### src/hdl/slt_regs.svh
/*
  Register offsets, field positions, reset values and timing counts of the
  stairway light timer. Assumes inclusion by the package, the core and the bench.
*/
// Function
// - stairway: trigger rising edge turns lamp on
// - stairway: trigger falling edge restarts elapsed count
// - lamp turns off when count reaches delay
// - stairway: optional warning gap before expiry
// - stairway: new trigger restarts running delay
// - without retention, power loss clears lamp, count
// - with retention, power loss keeps lamp, count
// - each time from constant or selected block
// - multifunction: trigger rising edge turns lamp on
// - long press from off latches permanent light
// - short press starts the off-delay
// - multifunction: optional warning gap before expiry
// - later trigger while on turns lamp off
// - multifunction: clear zeroes count and turns lamp off
// - elapsed count is visible for readback
`ifndef SLT_REGS_SVH
`define SLT_REGS_SVH

`define SLT_ADDR_W 4
`define SLT_DATA_W 16
`define SLT_NUM_BLK 8

// ------------------------------------------------------------
// register offsets (word index)
// ------------------------------------------------------------
`define SLT_OFS_CTRL 4'h0
`define SLT_OFS_OFF_DELAY 4'h1
`define SLT_OFS_WARN_LEAD 4'h2
`define SLT_OFS_WARN_SPAN 4'h3
`define SLT_OFS_HOLD_SPAN 4'h4
`define SLT_OFS_SRC 4'h5
`define SLT_OFS_STATUS 4'h6
`define SLT_OFS_ELAPSED 4'h7

// ------------------------------------------------------------
// field positions
// ------------------------------------------------------------
`define SLT_CTRL_VARIANT 0
`define SLT_CTRL_WARN 1
`define SLT_CTRL_RETAIN 2
`define SLT_SRC_EXT 3
`define SLT_PAR_OFF 0
`define SLT_PAR_LEAD 1
`define SLT_PAR_SPAN 2
`define SLT_PAR_HOLD 3

// ------------------------------------------------------------
// reset values
// ------------------------------------------------------------
`define SLT_RST_CTRL 3'h0
`define SLT_RST_OFF_DELAY 16'h00B4
`define SLT_RST_WARN_LEAD 16'h000F
`define SLT_RST_WARN_SPAN 16'h0001
`define SLT_RST_HOLD_SPAN 16'h0064
`define SLT_RST_SRC 16'h0000

// ------------------------------------------------------------
// timing: one timebase tick per period, clock at 50 MHz
// ------------------------------------------------------------
`define SLT_CLK_PERIOD_NS 20
`define SLT_TICK_PERIOD_NS 1000000
`define SLT_TICK_CYCLES (`SLT_TICK_PERIOD_NS / `SLT_CLK_PERIOD_NS)

`endif

### src/hdl/slt_pkg.sv
/*
  Types of the stairway light timer: modes, bus request, configuration and
  the whole state record. Assumes slt_regs.svh on the include path.
*/
`include "slt_regs.svh"

package slt_pkg;

  // ------------------------------------------------------------
  // types
  // ------------------------------------------------------------
  typedef enum logic [1:0] {S_IDLE, S_HOLD, S_DELAY, S_PERM} slt_mode_type;

  typedef struct packed {
    logic wr;
    logic rd;
    logic [`SLT_ADDR_W-1:0] addr;
    logic [`SLT_DATA_W-1:0] wdata;
  } slt_bus_req_type;

  typedef struct packed {
    logic retain;
    logic warn_en;
    logic variant;
    logic [`SLT_DATA_W-1:0] off_delay;
    logic [`SLT_DATA_W-1:0] warn_lead;
    logic [`SLT_DATA_W-1:0] warn_span;
    logic [`SLT_DATA_W-1:0] hold_span;
    logic [`SLT_DATA_W-1:0] src;
  } slt_cfg_type;

  typedef struct packed {
    logic [1:0] trg_sync;
    logic trg_prev;
    logic [1:0] clr_sync;
    logic [15:0] prescale;
    slt_cfg_type cfg;
    slt_mode_type mode;
    logic on;
    logic [`SLT_DATA_W-1:0] elapsed_count;
    logic lamp_q;
    logic perm_q;
    logic [`SLT_DATA_W-1:0] rdata;
  } slt_state_type;

endpackage

### src/hdl/slt_core.sv
/*
  Stairway light timer core: stairway and multifunction variants sharing one
  elapsed counter, register port, parameter source select.
  Assumes pushbutton inputs are asynchronous, power loss input and register
  port come from logic on i_clk_sys.
*/
`timescale 1ns/1ps
`include "slt_regs.svh"

module slt_core
  import slt_pkg::*;
#(
  parameter int TICK_CYCLES = `SLT_TICK_CYCLES
) (
  input wire logic i_clk_sys,
  input wire logic i_rst,
  input wire logic i_trg,
  input wire logic i_clr,
  input wire logic i_pwr_loss,
  input wire logic [`SLT_NUM_BLK-1:0][`SLT_DATA_W-1:0] i_blk_val,
  input wire slt_bus_req_type i_bus,
  output logic [`SLT_DATA_W-1:0] o_rdata,
  output logic o_lamp,
  output logic o_permanent,
  output logic [`SLT_DATA_W-1:0] o_elapsed
);

  // ------------------------------------------------------------
  // state and combinational helpers
  // ------------------------------------------------------------
  slt_state_type st;
  slt_state_type next_st;
  logic tick;
  logic rise;
  logic fall;
  logic clr_on;
  logic warn_now;
  logic [16:0] cnt_inc;
  logic [16:0] warn_start;
  logic [16:0] warn_end;
  logic [3:0][`SLT_DATA_W-1:0] par_const;
  logic [3:0][`SLT_DATA_W-1:0] eff;

  localparam logic [15:0] TICK_LAST = 16'(TICK_CYCLES - 1);

  // edges from the second sync stage only, against its own delayed copy
  assign rise = st.trg_sync[1] & ~st.trg_prev;
  assign fall = ~st.trg_sync[1] & st.trg_prev;
  assign clr_on = st.clr_sync[1];
  assign tick = (st.prescale == TICK_LAST);
  assign cnt_inc = {1'b0, st.elapsed_count} + 17'h00001;

  // each time value: stored constant or live value of a chosen block
  assign par_const[`SLT_PAR_OFF] = st.cfg.off_delay;
  assign par_const[`SLT_PAR_LEAD] = st.cfg.warn_lead;
  assign par_const[`SLT_PAR_SPAN] = st.cfg.warn_span;
  assign par_const[`SLT_PAR_HOLD] = st.cfg.hold_span;
  for (genvar g = 0; g < 4; g++) begin : g_src
    assign eff[g] = st.cfg.src[4*g+`SLT_SRC_EXT] ? i_blk_val[st.cfg.src[4*g +: 3]] : par_const[g];
  end

  // warning window; all three spans counted in the same ticks
  assign warn_start = {1'b0, eff[`SLT_PAR_OFF]} - {1'b0, eff[`SLT_PAR_LEAD]};
  assign warn_end = warn_start + {1'b0, eff[`SLT_PAR_SPAN]};
  always_comb begin
    // lead longer than the delay would start the gap before the count, so no gap
    warn_now = st.cfg.warn_en && st.mode == S_DELAY && eff[`SLT_PAR_LEAD] != 16'h0000
      && eff[`SLT_PAR_LEAD] <= eff[`SLT_PAR_OFF]
      && {1'b0, st.elapsed_count} >= warn_start && {1'b0, st.elapsed_count} < warn_end;
  end

  // ------------------------------------------------------------
  // next state
  // ------------------------------------------------------------
  always_comb begin
    next_st = st;
    next_st.trg_sync = {st.trg_sync[0], i_trg};
    next_st.trg_prev = st.trg_sync[1];
    next_st.clr_sync = {st.clr_sync[0], i_clr};
    next_st.prescale = tick ? 16'h0000 : st.prescale + 16'h0001;

    // register writes; status and elapsed are read only
    if (i_bus.wr) begin
      case (i_bus.addr)
        `SLT_OFS_CTRL: begin
          next_st.cfg.variant = i_bus.wdata[`SLT_CTRL_VARIANT];
          next_st.cfg.warn_en = i_bus.wdata[`SLT_CTRL_WARN];
          next_st.cfg.retain = i_bus.wdata[`SLT_CTRL_RETAIN];
        end
        `SLT_OFS_OFF_DELAY: next_st.cfg.off_delay = i_bus.wdata;
        `SLT_OFS_WARN_LEAD: next_st.cfg.warn_lead = i_bus.wdata;
        `SLT_OFS_WARN_SPAN: next_st.cfg.warn_span = i_bus.wdata;
        `SLT_OFS_HOLD_SPAN: next_st.cfg.hold_span = i_bus.wdata;
        `SLT_OFS_SRC: next_st.cfg.src = i_bus.wdata;
        default: ;
      endcase
    end

    // read data stand in the cycle after the strobe only
    next_st.rdata = 16'h0000;
    if (i_bus.rd) begin
      case (i_bus.addr)
        `SLT_OFS_CTRL: next_st.rdata = {13'h0000, st.cfg.retain, st.cfg.warn_en, st.cfg.variant};
        `SLT_OFS_OFF_DELAY: next_st.rdata = st.cfg.off_delay;
        `SLT_OFS_WARN_LEAD: next_st.rdata = st.cfg.warn_lead;
        `SLT_OFS_WARN_SPAN: next_st.rdata = st.cfg.warn_span;
        `SLT_OFS_HOLD_SPAN: next_st.rdata = st.cfg.hold_span;
        `SLT_OFS_SRC: next_st.rdata = st.cfg.src;
        `SLT_OFS_STATUS: next_st.rdata = {12'h000, warn_now, st.mode, st.on};
        `SLT_OFS_ELAPSED: next_st.rdata = st.elapsed_count;
        default: next_st.rdata = 16'h0000;
      endcase
    end

    // lamp sequence; power loss freezes or clears lamp, count and mode
    if (i_pwr_loss) begin
      if (!st.cfg.retain) begin
        next_st.on = 1'b0;
        next_st.elapsed_count = 16'h0000;
        next_st.mode = S_IDLE;
      end
      // retention: lamp, count and mode simply hold
    end else if (st.cfg.variant && clr_on) begin
      next_st.on = 1'b0;
      next_st.elapsed_count = 16'h0000;
      next_st.mode = S_IDLE;
    end else begin
      unique case (st.mode)
        S_IDLE: begin
          if (rise) begin
            next_st.on = 1'b1;
            next_st.elapsed_count = 16'h0000;
            next_st.mode = S_HOLD;
          end
        end
        S_HOLD: begin
          if (fall) begin
            next_st.elapsed_count = 16'h0000;
            next_st.mode = S_DELAY;
          end else if (st.cfg.variant && tick) begin
            if (cnt_inc >= {1'b0, eff[`SLT_PAR_HOLD]}) begin
              next_st.elapsed_count = 16'h0000;
              next_st.mode = S_PERM;
            end else begin
              next_st.elapsed_count = cnt_inc[15:0];
            end
          end
        end
        S_DELAY: begin
          if (rise && !st.cfg.variant) begin
            next_st.elapsed_count = 16'h0000;
            next_st.mode = S_HOLD;
          end else if (rise) begin
            next_st.on = 1'b0;
            next_st.elapsed_count = 16'h0000;
            next_st.mode = S_IDLE;
          end else if (tick) begin
            if (cnt_inc >= {1'b0, eff[`SLT_PAR_OFF]}) begin
              next_st.on = 1'b0;
              next_st.elapsed_count = 16'h0000;
              next_st.mode = S_IDLE;
            end else begin
              next_st.elapsed_count = cnt_inc[15:0];
            end
          end
        end
        S_PERM: begin
          if (rise) begin
            next_st.on = 1'b0;
            next_st.mode = S_IDLE;
          end
        end
      endcase
    end

    // lamp drops during the warning gap, then comes back until expiry
    next_st.lamp_q = st.on & ~warn_now;
    next_st.perm_q = (st.mode == S_PERM);
  end

  // ------------------------------------------------------------
  // state register
  // ------------------------------------------------------------
  always_ff @(posedge i_clk_sys or posedge i_rst) begin
    if (i_rst) begin
      st <= '0;
      st.mode <= S_IDLE;
      st.cfg.variant <= 1'(`SLT_RST_CTRL >> `SLT_CTRL_VARIANT);
      st.cfg.warn_en <= 1'(`SLT_RST_CTRL >> `SLT_CTRL_WARN);
      st.cfg.retain <= 1'(`SLT_RST_CTRL >> `SLT_CTRL_RETAIN);
      st.cfg.off_delay <= `SLT_RST_OFF_DELAY;
      st.cfg.warn_lead <= `SLT_RST_WARN_LEAD;
      st.cfg.warn_span <= `SLT_RST_WARN_SPAN;
      st.cfg.hold_span <= `SLT_RST_HOLD_SPAN;
      st.cfg.src <= `SLT_RST_SRC;
    end else begin
      st <= next_st;
    end
  end

  assign o_rdata = st.rdata;
  assign o_lamp = st.lamp_q;
  assign o_permanent = st.perm_q;
  assign o_elapsed = st.elapsed_count;
endmodule

### config.mk
export PLATFORM = sky130hd
export DESIGN_NAME = slt_core
export DESIGN_NICKNAME = d
export VERILOG_FILES = /design/src/hdl/slt_pkg.sv /design/src/hdl/slt_core.sv
export VERILOG_INCLUDE_DIRS = /design/src /design/src/hdl
export SDC_FILE = /design/constraint.sdc
export NUM_CORES = 1
export LEC_CHECK = 0
export BUFFER_PORTS_ARGS = -buffer_cell sky130_fd_sc_hd__buf_4
export CAP_MARGIN = 20
export CORE_MARGIN = 1.5
export CORE_UTILIZATION = 38
export DETAILED_ROUTE_END_ITERATION = 7
export SYNTH_ARGS = -nofsm -noshare
export SYNTH_HDL_FRONTEND = slang
export SYNTH_SLANG_ARGS = --single-unit
export TNS_END_PERCENT = 100
### constraint.sdc
create_clock -name i_clk_sys -period 7.3 [get_ports i_clk_sys]
set_clock_uncertainty 0.15 [all_clocks]
set_input_delay 1.46 -clock i_clk_sys [delete_from_list [all_inputs] [get_ports i_clk_sys]]
set_output_delay 1.46 -clock i_clk_sys [all_outputs]
set_load 0.02 [all_outputs]
### Word-level counts from Yosys, hierarchy flattened

Index checks and enable logic that the tools add are counted.
W data, S select, Z words.

* flip-flop bits (word level): 141
* word-level logic and storage cells: 117
* input bits: 155

* magnitude comparators: 9
* reduce and logical (&&, ||, !) cells: 23
* muxes and demuxes: 36
* add/sub/neg operators: 4
* bitwise operators: 6
* eq/ne operators: 21

Operators by type and width (number)
* $mux W16: 15
* $bmux W16 S3: 4
* $pmux W16 S8: 1
* $mux W19: 6
* $pmux W16 S3: 1
* $ge A17 B16 Y1: 2
* $add A16 B1 Y17 const B: 1
* $add A17 B16 Y17: 1
* $ge A16 B17 Y1: 1
* $lt A16 B17 Y1: 1
* $sub A16 B16 Y17: 1
* $add A16 B1 Y16 const B: 1
* $eq A16 B16 Y1 const B: 1
* $eq A4 B3 Y1 const B: 4
* $le A16 B16 Y1: 1
* $lt A3 B4 Y1 const B: 4
* $reduce_bool A16 Y1: 1
* $reduce_and A7 Y1: 2
* $reduce_and A2 Y1: 6
* $ne A5 B5 Y1 const B: 2
* $reduce_bool A5 Y1: 2
* $eq A4 B2 Y1 const B: 2
* $logic_and A1 B1 Y1: 8
* $mux W2: 4
* 20 further kinds: 27

### Logic depth before layout (Yosys ltp)

Gate-level depths: netlist of the first run.

* depth in word-level cells: 11
* mapped depth: 30
* gate-level depth less buffers: 28

### Worst setup path before layout of the first run

OpenSTA, ideal clock, no wires.

* path kind: input to register
* from: input port i_blk_val[112] in the netlist's numbering
* to: register st (netlist bit o_rdata[3])
* setup slack: 794 ps
* cell stages on the path: 28
* required time: 7083 ps
* data arrival time: 6289 ps
* path through: mux4_2 a22oi_1 o21ai_0 ha_1 fa_1 nor2b_1 o21ai_0 nand2b_1 xor2_1 ha_1 a21o_1 a31oi_1 inv_1 o211ai_1 a31oi_1 a31oi_2 o31ai_2 a21o_1 a21oi_1 xor2_1 ha_1 a21o_1 a21oi_1 o21ai_0 a21oi_1 a311oi_1 nor3_1 a41o_1

RTL lines
* start, declared: line slt_core.sv:20 `` input wire logic [`SLT_NUM_BLK-1:0][`SLT_DATA_W-1:0] i_blk_val, ``
* end signal, assigned: line slt_core.sv:197 `st <= next_st;`
* end, declared: line slt_core.sv:31 `slt_state_type st;`

==> results of run 1 <==
[power by group through the flow]
| stage | logic [mW] | clock network (mW) | registers (mW) |
|---|---|---|---|
| 3_3_place_gp | 4.31 | 0 | 1.15 |
| 6_report | 4.50 | 0.967 | 1.15 |
| 4_1_cts | 4.42 | 0.973 | 1.14 |
| 5_1_grt | 4.88 | 1.01 | 1.16 |
| 3_5_place_dp | 4.40 | 0 | 1.15 |
| 2_1_floorplan | 3.03 | 0 | 0.989 |
[cells by family (layout without fill, tap and decap cells)]
kind of cell,after synthesis,count (layout)
XOR/XNOR,60,60
flip-flops,141,141
buffers and inverters,174,358
multiplexers,266,266
AND/OR/NAND/NOR,286,286
AO/OA/AOI/OAI,291,291
adder cells (fa/ha/maj),101,101
[layout by cell type, fill, tap and decap left out, types with 6 or more instances in the layout]
cell type,Yosys,routed
buf_4,34,268
a22oi_1,43,43
nor2_1,60,60
mux2i_1,53,53
a21oi_1,56,56
xnor2_1,33,33
nand4_1,20,20
a21o_1,45,45
dfrtp_1,129,125
nand2_1,84,84
nor2b_1,26,25
mux4_2,120,120
xor2_1,26,26
o21bai_1,8,8
nand2b_1,12,12
nor3_1,11,8
and3_1,18,18
o21a_1,6,6
o21ai_0,42,41
mux4_1,7,7
clkbuf_16,0,17
mux2_2,86,86
a221oi_1,21,21
a31oi_1,18,17
o211ai_1,17,17
inv_1,58,57
dfstp_2,12,12
nand3_1,22,22
ha_1,94,93
[critical path, cell delays in order]
cell      delay (ns)
buf_4           0.12
mux4_2          0.45
mux2i_1         0.27
a21o_1          0.35
inv_1           0.09
ha_1            0.38
and3_1          0.24
a21boi_0        0.19
o21ai_1         0.09
a21oi_1         0.20
a21oi_1         0.11
o21bai_1        0.20
a21oi_1         0.10
o21bai_1        0.17
xor2_1          0.27
ha_1            0.37
mux2i_1         0.19
o211ai_1        0.12
a311oi_1        0.30
ha_1            0.21
nand3_1         0.10
a211oi_1        0.19
a21oi_1         0.10
a311oi_1        0.22
nor3_1          0.11
buf_4           0.17
a41o_1          0.23
[synth_stat cells, types with 20 or more instances]
library cell  instances  area share
a22oi_1              43       0.023
nand2_1              84       0.023
a21o_1               45       0.024
clkbuf_1             49       0.013
inv_1                58       0.016
nand4_1              20      0.0089
nor2_1               60       0.016
mux4_2              120        0.19
xnor2_1              33       0.021
buf_4                34       0.018
dfrtp_1             129        0.23
ha_1                 94       0.084
mux2_2               86       0.069
a221oi_1             21       0.013
nor2b_1              26       0.012
xor2_1               26       0.016
buf_1                22      0.0059
o21ai_0              42       0.015
a21oi_1              56       0.020
mux2i_1              53       0.038
nand3_1              22      0.0079
[worst paths after layout]
kind,from,endpoint,cells after the start
setup / recovery,i_blk_val[119],o_rdata[3],27
hold / removal,next_st[140],next_st[138],0
setup reg to reg,st[37],o_rdata[3],27
hold reg to reg,next_st[140],next_st[138],0
max in group asynchronous,i_rst,o_elapsed[12],3
min in group asynchronous,i_rst,next_st[137],2
[metal layers]
layer	vias to the layer above	global-route usage	routed length [um]
li1	5403	-	-
met1	6290	0.3573	20720
met2	640	0.4591	25490
met3	112	0.04698	4002
met4	0	0.1148	2255
met5	-	0	0
[through the flow]
stage                     hold slack (ns)  power (mW)
after global routing               0.2216       7.051
after floorplan                    0.1812       4.016
final                              0.2099       6.618
after detailed placement           0.2037       5.550
after global placement             0.1956       5.456
after CTS                          0.2158       6.528
[state kept, by name (all words and copies together) (netlist names)]
name / count
par_const: 64
st: 39
o_elapsed: 16
o_rdata: 16
next_st: 3
clr_on: 1
o_lamp: 1
o_permanent: 1
[what timing repair did]
action                                  in CTS  in global routing
endpoints found under the setup margin       0                  2
hold buffers                                 0                  0
gates resized for setup                      0                  6
buffers inserted                             0                  1
[final cells by class]
cell class / count / area, um^2 / area share
multi-input combinational: 1004 / 9683 / 0.5799
sequential: 141 / 3548 / 0.2125
timing repair buffer: 268 / 2012 / 0.1205
tap: 468 / 585.6 / 0.03507
clock buffer: 18 / 439.2 / 0.02630
inverter: 58 / 222.7 / 0.01334
clock inverter: 14 / 207.7 / 0.01244
==> qor.csv, run 1 <==
metric;value;unit
wl_per_cell;26.62;um
maxCapViolCount;0;
cts.clk_slew.worst_paths;0.06;ns
tns;0;ns
worstPathArrival;7.00;ns
ys.flop_type;dfrtp_1;
synth_nets;1570;
synth_fa_ha_area_frac;0.09056;
syn_area;0.01401;mm^2
seqPwrFrac;0.173;
yosys.area_share.simple;0.1010;
hold_class;register to register;
grt_pass1_vias;12392;
cts_inserted_buffers;17;
die_y;195.0;um
setup_viol;0;
synth_mux_area_frac;0.3130;
post-route-util;0.4583;
ys_ff_latch;141;
yosysWarnings;0;
worst_pin_slew;1.113;ns
status;complete, no violations;
finalCritPeriodShare;0.9355;
ys_seq_area_frac;0.2529;
synth_edf_count;0;
dieWidth;195.0;um
required;7.47;ns
stdcell_area;0.01670;mm^2
drc;0;
final-max-slew-violation-count;0;
grt_max_degree;97;
async_flop_share;1.000;
pin_count;189;
synth_xor_area_frac;0.03849;
setup_ws;0.4709;ns
cts_buffer_depth;2;
crit_fanout;7;
critPathLaunchType;input pin;
drive_gt1_frac;0.3639;
fin_nets;1741;
syn_area_per_cell;10.62;um^2
ys_types;76;
drt_wl_total;52460;um
fmax;146.4;MHz
grt_pass1_wl;77980;um
final_cells;1971;
cts_tree;yes;
die-area;0.03803;mm^2
place_area;0.01603;mm^2
period_minus_slack;6.829;ns
swShare;0.4508;
synth_top_family_by_area;multiplexers;
cts_sinks;141;
ant_nets;0;
syn_inst;1319;
htreeDepth;4;
r2r_slack;0.51;ns
intPower;3.634;mW
place_ws;0.05623;ns
core_area;0.03643;mm^2
fillers;3424;
n_antenna_cell;0;
grt_util_all_layers;0.2764;
portBuffers;188;
overflow;0;
clockRootBuffer;clkbuf_16;
gp_congestion;0.9348;
synth_compound_area_frac;0.1453;
dr.pass1.iters;6;
initial_core_util;0.3845;
crit_type;input pin to register;
endpoint_kind;register;
combPwrFrac;0.681;
max_slew_margin;0.2563;
peakVddDrop;249.9;uV
dp_hpwl;40910;um
insertion_delay;0.43;ns
p_per_area;396.3;mW/mm^2
placedCellCount;1938;
syn_to_final_growth;19.19;%
num_vias;12445;
hold_viol_final;0;
switchingPower;2.983;mW
p_leak;7.580;nW
rows;70;
drt_iter0_markers;1285;
antenna_found_initial;0;
vias_per_cell;6.314;
pwr-share-clk;0.146;
No activity file was read; power rests on OpenSTA's default activity.
==> run 2: changes to the inputs <==
==> constraint.sdc (replaced) <==
create_clock -name i_clk_sys -period 8.8 [get_ports i_clk_sys]
set_clock_uncertainty 0.15 [all_clocks]
set_input_delay 1.76 -clock i_clk_sys [delete_from_list [all_inputs] [get_ports i_clk_sys]]
set_output_delay 1.76 -clock i_clk_sys [all_outputs]
set_load 0.02 [all_outputs]
==> qor.csv, run 2 (synthesized netlist as in run 1, its figures left out) <==
metric;value;unit;change
endpoint_kind;register;;
syn_to_final_growth;15.92;%;
multi_input_area;0.009664;mm^2;-0.19%
finalCritPeriodShare;0.8866;;
crit_fanout;4;;-3
critPathLaunchType;input pin;;
hold_buffers;0;;unchanged
ant_nets;0;;unchanged
htreeDepth;4;;unchanged
core_area;0.03643;mm^2;unchanged
critPathLaunch;i_blk_val[16];;
pin_count;189;;unchanged
maxCapViolCount;0;;unchanged
drt_wl_total;52250;um;-0.40%
largest_reg_flops;64;;unchanged
portBuffers;188;;unchanged
cp_top_family;compound AO/OA/AOI/OAI gates;;
mostFrequentLayoutCells;buf_4, dfrtp_1, mux4_2, ha_1, mux2_2;;
worst_pin_slew;1.129;ns;+0.01645 ns
cts_buffer_depth;2;;unchanged
die-area;0.03803;mm^2;unchanged
grt_util_all_layers;0.2777;;+0.001266
holdWs;0.2084;ns;-0.001501 ns
dp_hpwl;40360;um;-1.4%
hold_class;register to register;;
required;9.01;ns;+1.54 ns
gp_congestion;0.9790;;+4.7%
cts_tree;yes;;
hold_viol_final;0;;unchanged
p_leak;7.310;nW;-3.6%
seq_area;0.003548;mm^2;unchanged
cts_inserted_buffers;17;;unchanged
drive_gt1_frac;0.3377;;-0.02624
final_common_cell;buf_4;;
fmax;128.2;MHz;
overflow;0;;unchanged
grt_pass1_wl;78280;um;+0.39%
timing.rr.start;st[41];;
period_minus_slack;7.802;ns;
cts_setup_buffers;0;;unchanged
num_vias;12094;;-2.8%
antenna_found_initial;2;;+2
initial_core_util;0.3845;;unchanged
crit_type;input pin to register;;
status;complete, no violations;;
rsz0062_at_grt;no;;
n_antenna_cell;0;;unchanged
wl_per_cell;27.23;um;+2.3%
ctsResizeCount;0;;unchanged
max_slew_margin;0.2472;;-0.009169
placedCellCount;1887;;-2.6%
clockRootBuffer;clkbuf_16;;
rows;70;;unchanged
peakVddDrop;179.9;uV;-28%
grt_max_degree;73;;-25%
die_y;195.0;um;unchanged
grt_pass1_vias;12209;;-1.5%
fillers;3441;;+0.50%
p_per_area;307.2;mW/mm^2;-22%
drt_iter0_markers;1117;;-13%
cts.clk_slew.worst_paths;0.06;ns;about the same
cts_sinks;141;;unchanged
tns;0;ns;unchanged
critical_path.max_stage_delay;0.57;ns;+0.12 ns
r2r_slack;1.52;ns;+1.01 ns
critPathBufInv;2;;-1
dieWidth;195.0;um;unchanged
final-max-slew-violation-count;0;;unchanged
insertion_delay;0.43;ns;about the same
fin_nets;1689;;-3.0%
cp_slowest_cell;nor3_1;;
dr.pass1.iters;5;;-1
vias_per_cell;6.302;;-0.19%
hold_start;next_st[140];;
final_cells;1919;;-2.6%
drc;0;;unchanged
power;4.988;mW;-25%
setup_viol;0;;unchanged
worstPathArrival;8.02;ns;+1.02 ns
run 2: path summary, 6_finish.rpt:
path,end,cells after the start
worst max-delay path,o_rdata[3],29
worst min-delay path,next_st[138],0
worst max register to register,o_rdata[3],28
worst min register to register,next_st[138],0
max in group asynchronous,st[49],3
min in group asynchronous,next_st[137],2
run 2: area by class of cell:
type / instances / area share
well taps: 468 / 0.03606
clock inverters: 15 / 0.01040
multi-input cells: 1004 / 0.5951
flip-flops and latches: 141 / 0.2185
repair buffers: 216 / 0.1001
inverters: 58 / 0.01371
clock buffers: 17 / 0.02619
run 2: metrics by stage:
step	worst slack, ns	utilization	area (um^2)
floorplan	1.994	-	14010
global placement	0.7694	0.4291	15640
detailed placement	0.7300	0.4294	15650
CTS	1.164	0.4457	16240
global route	0.6532	0.4457	16240
finish	0.9978	0.4457	16240
run 2: worst reg2reg max path, delay by kind of cell, from the launching register on:
kind            cells  cell delay (ns)
fa+ha+maj           4             1.36
xor+xnor            2             0.37
buf+inv             1             0.07
mux                 1             0.66
simple gates        3             0.86
flops               1             0.77
compound gates     17             2.96
run 2: report_power, final:
part / switching, mW / internal (mW)
clock: 0.324 / 0.405
combinational: 1.87 / 1.46
sequential: 0.173 / 0.758
total: 2.36 / 2.62
run 2: layer usage:
metal | share of wire | vias up | GRT usage
met2 | 0.48 | 580 | 0.4567
met1 | 0.40 | 6090 | 0.3542
met5 | 0 | - | 0
met4 | 0.053 | 0 | 0.1355
met3 | 0.069 | 134 | 0.04836
li1 | - | 5290 | -
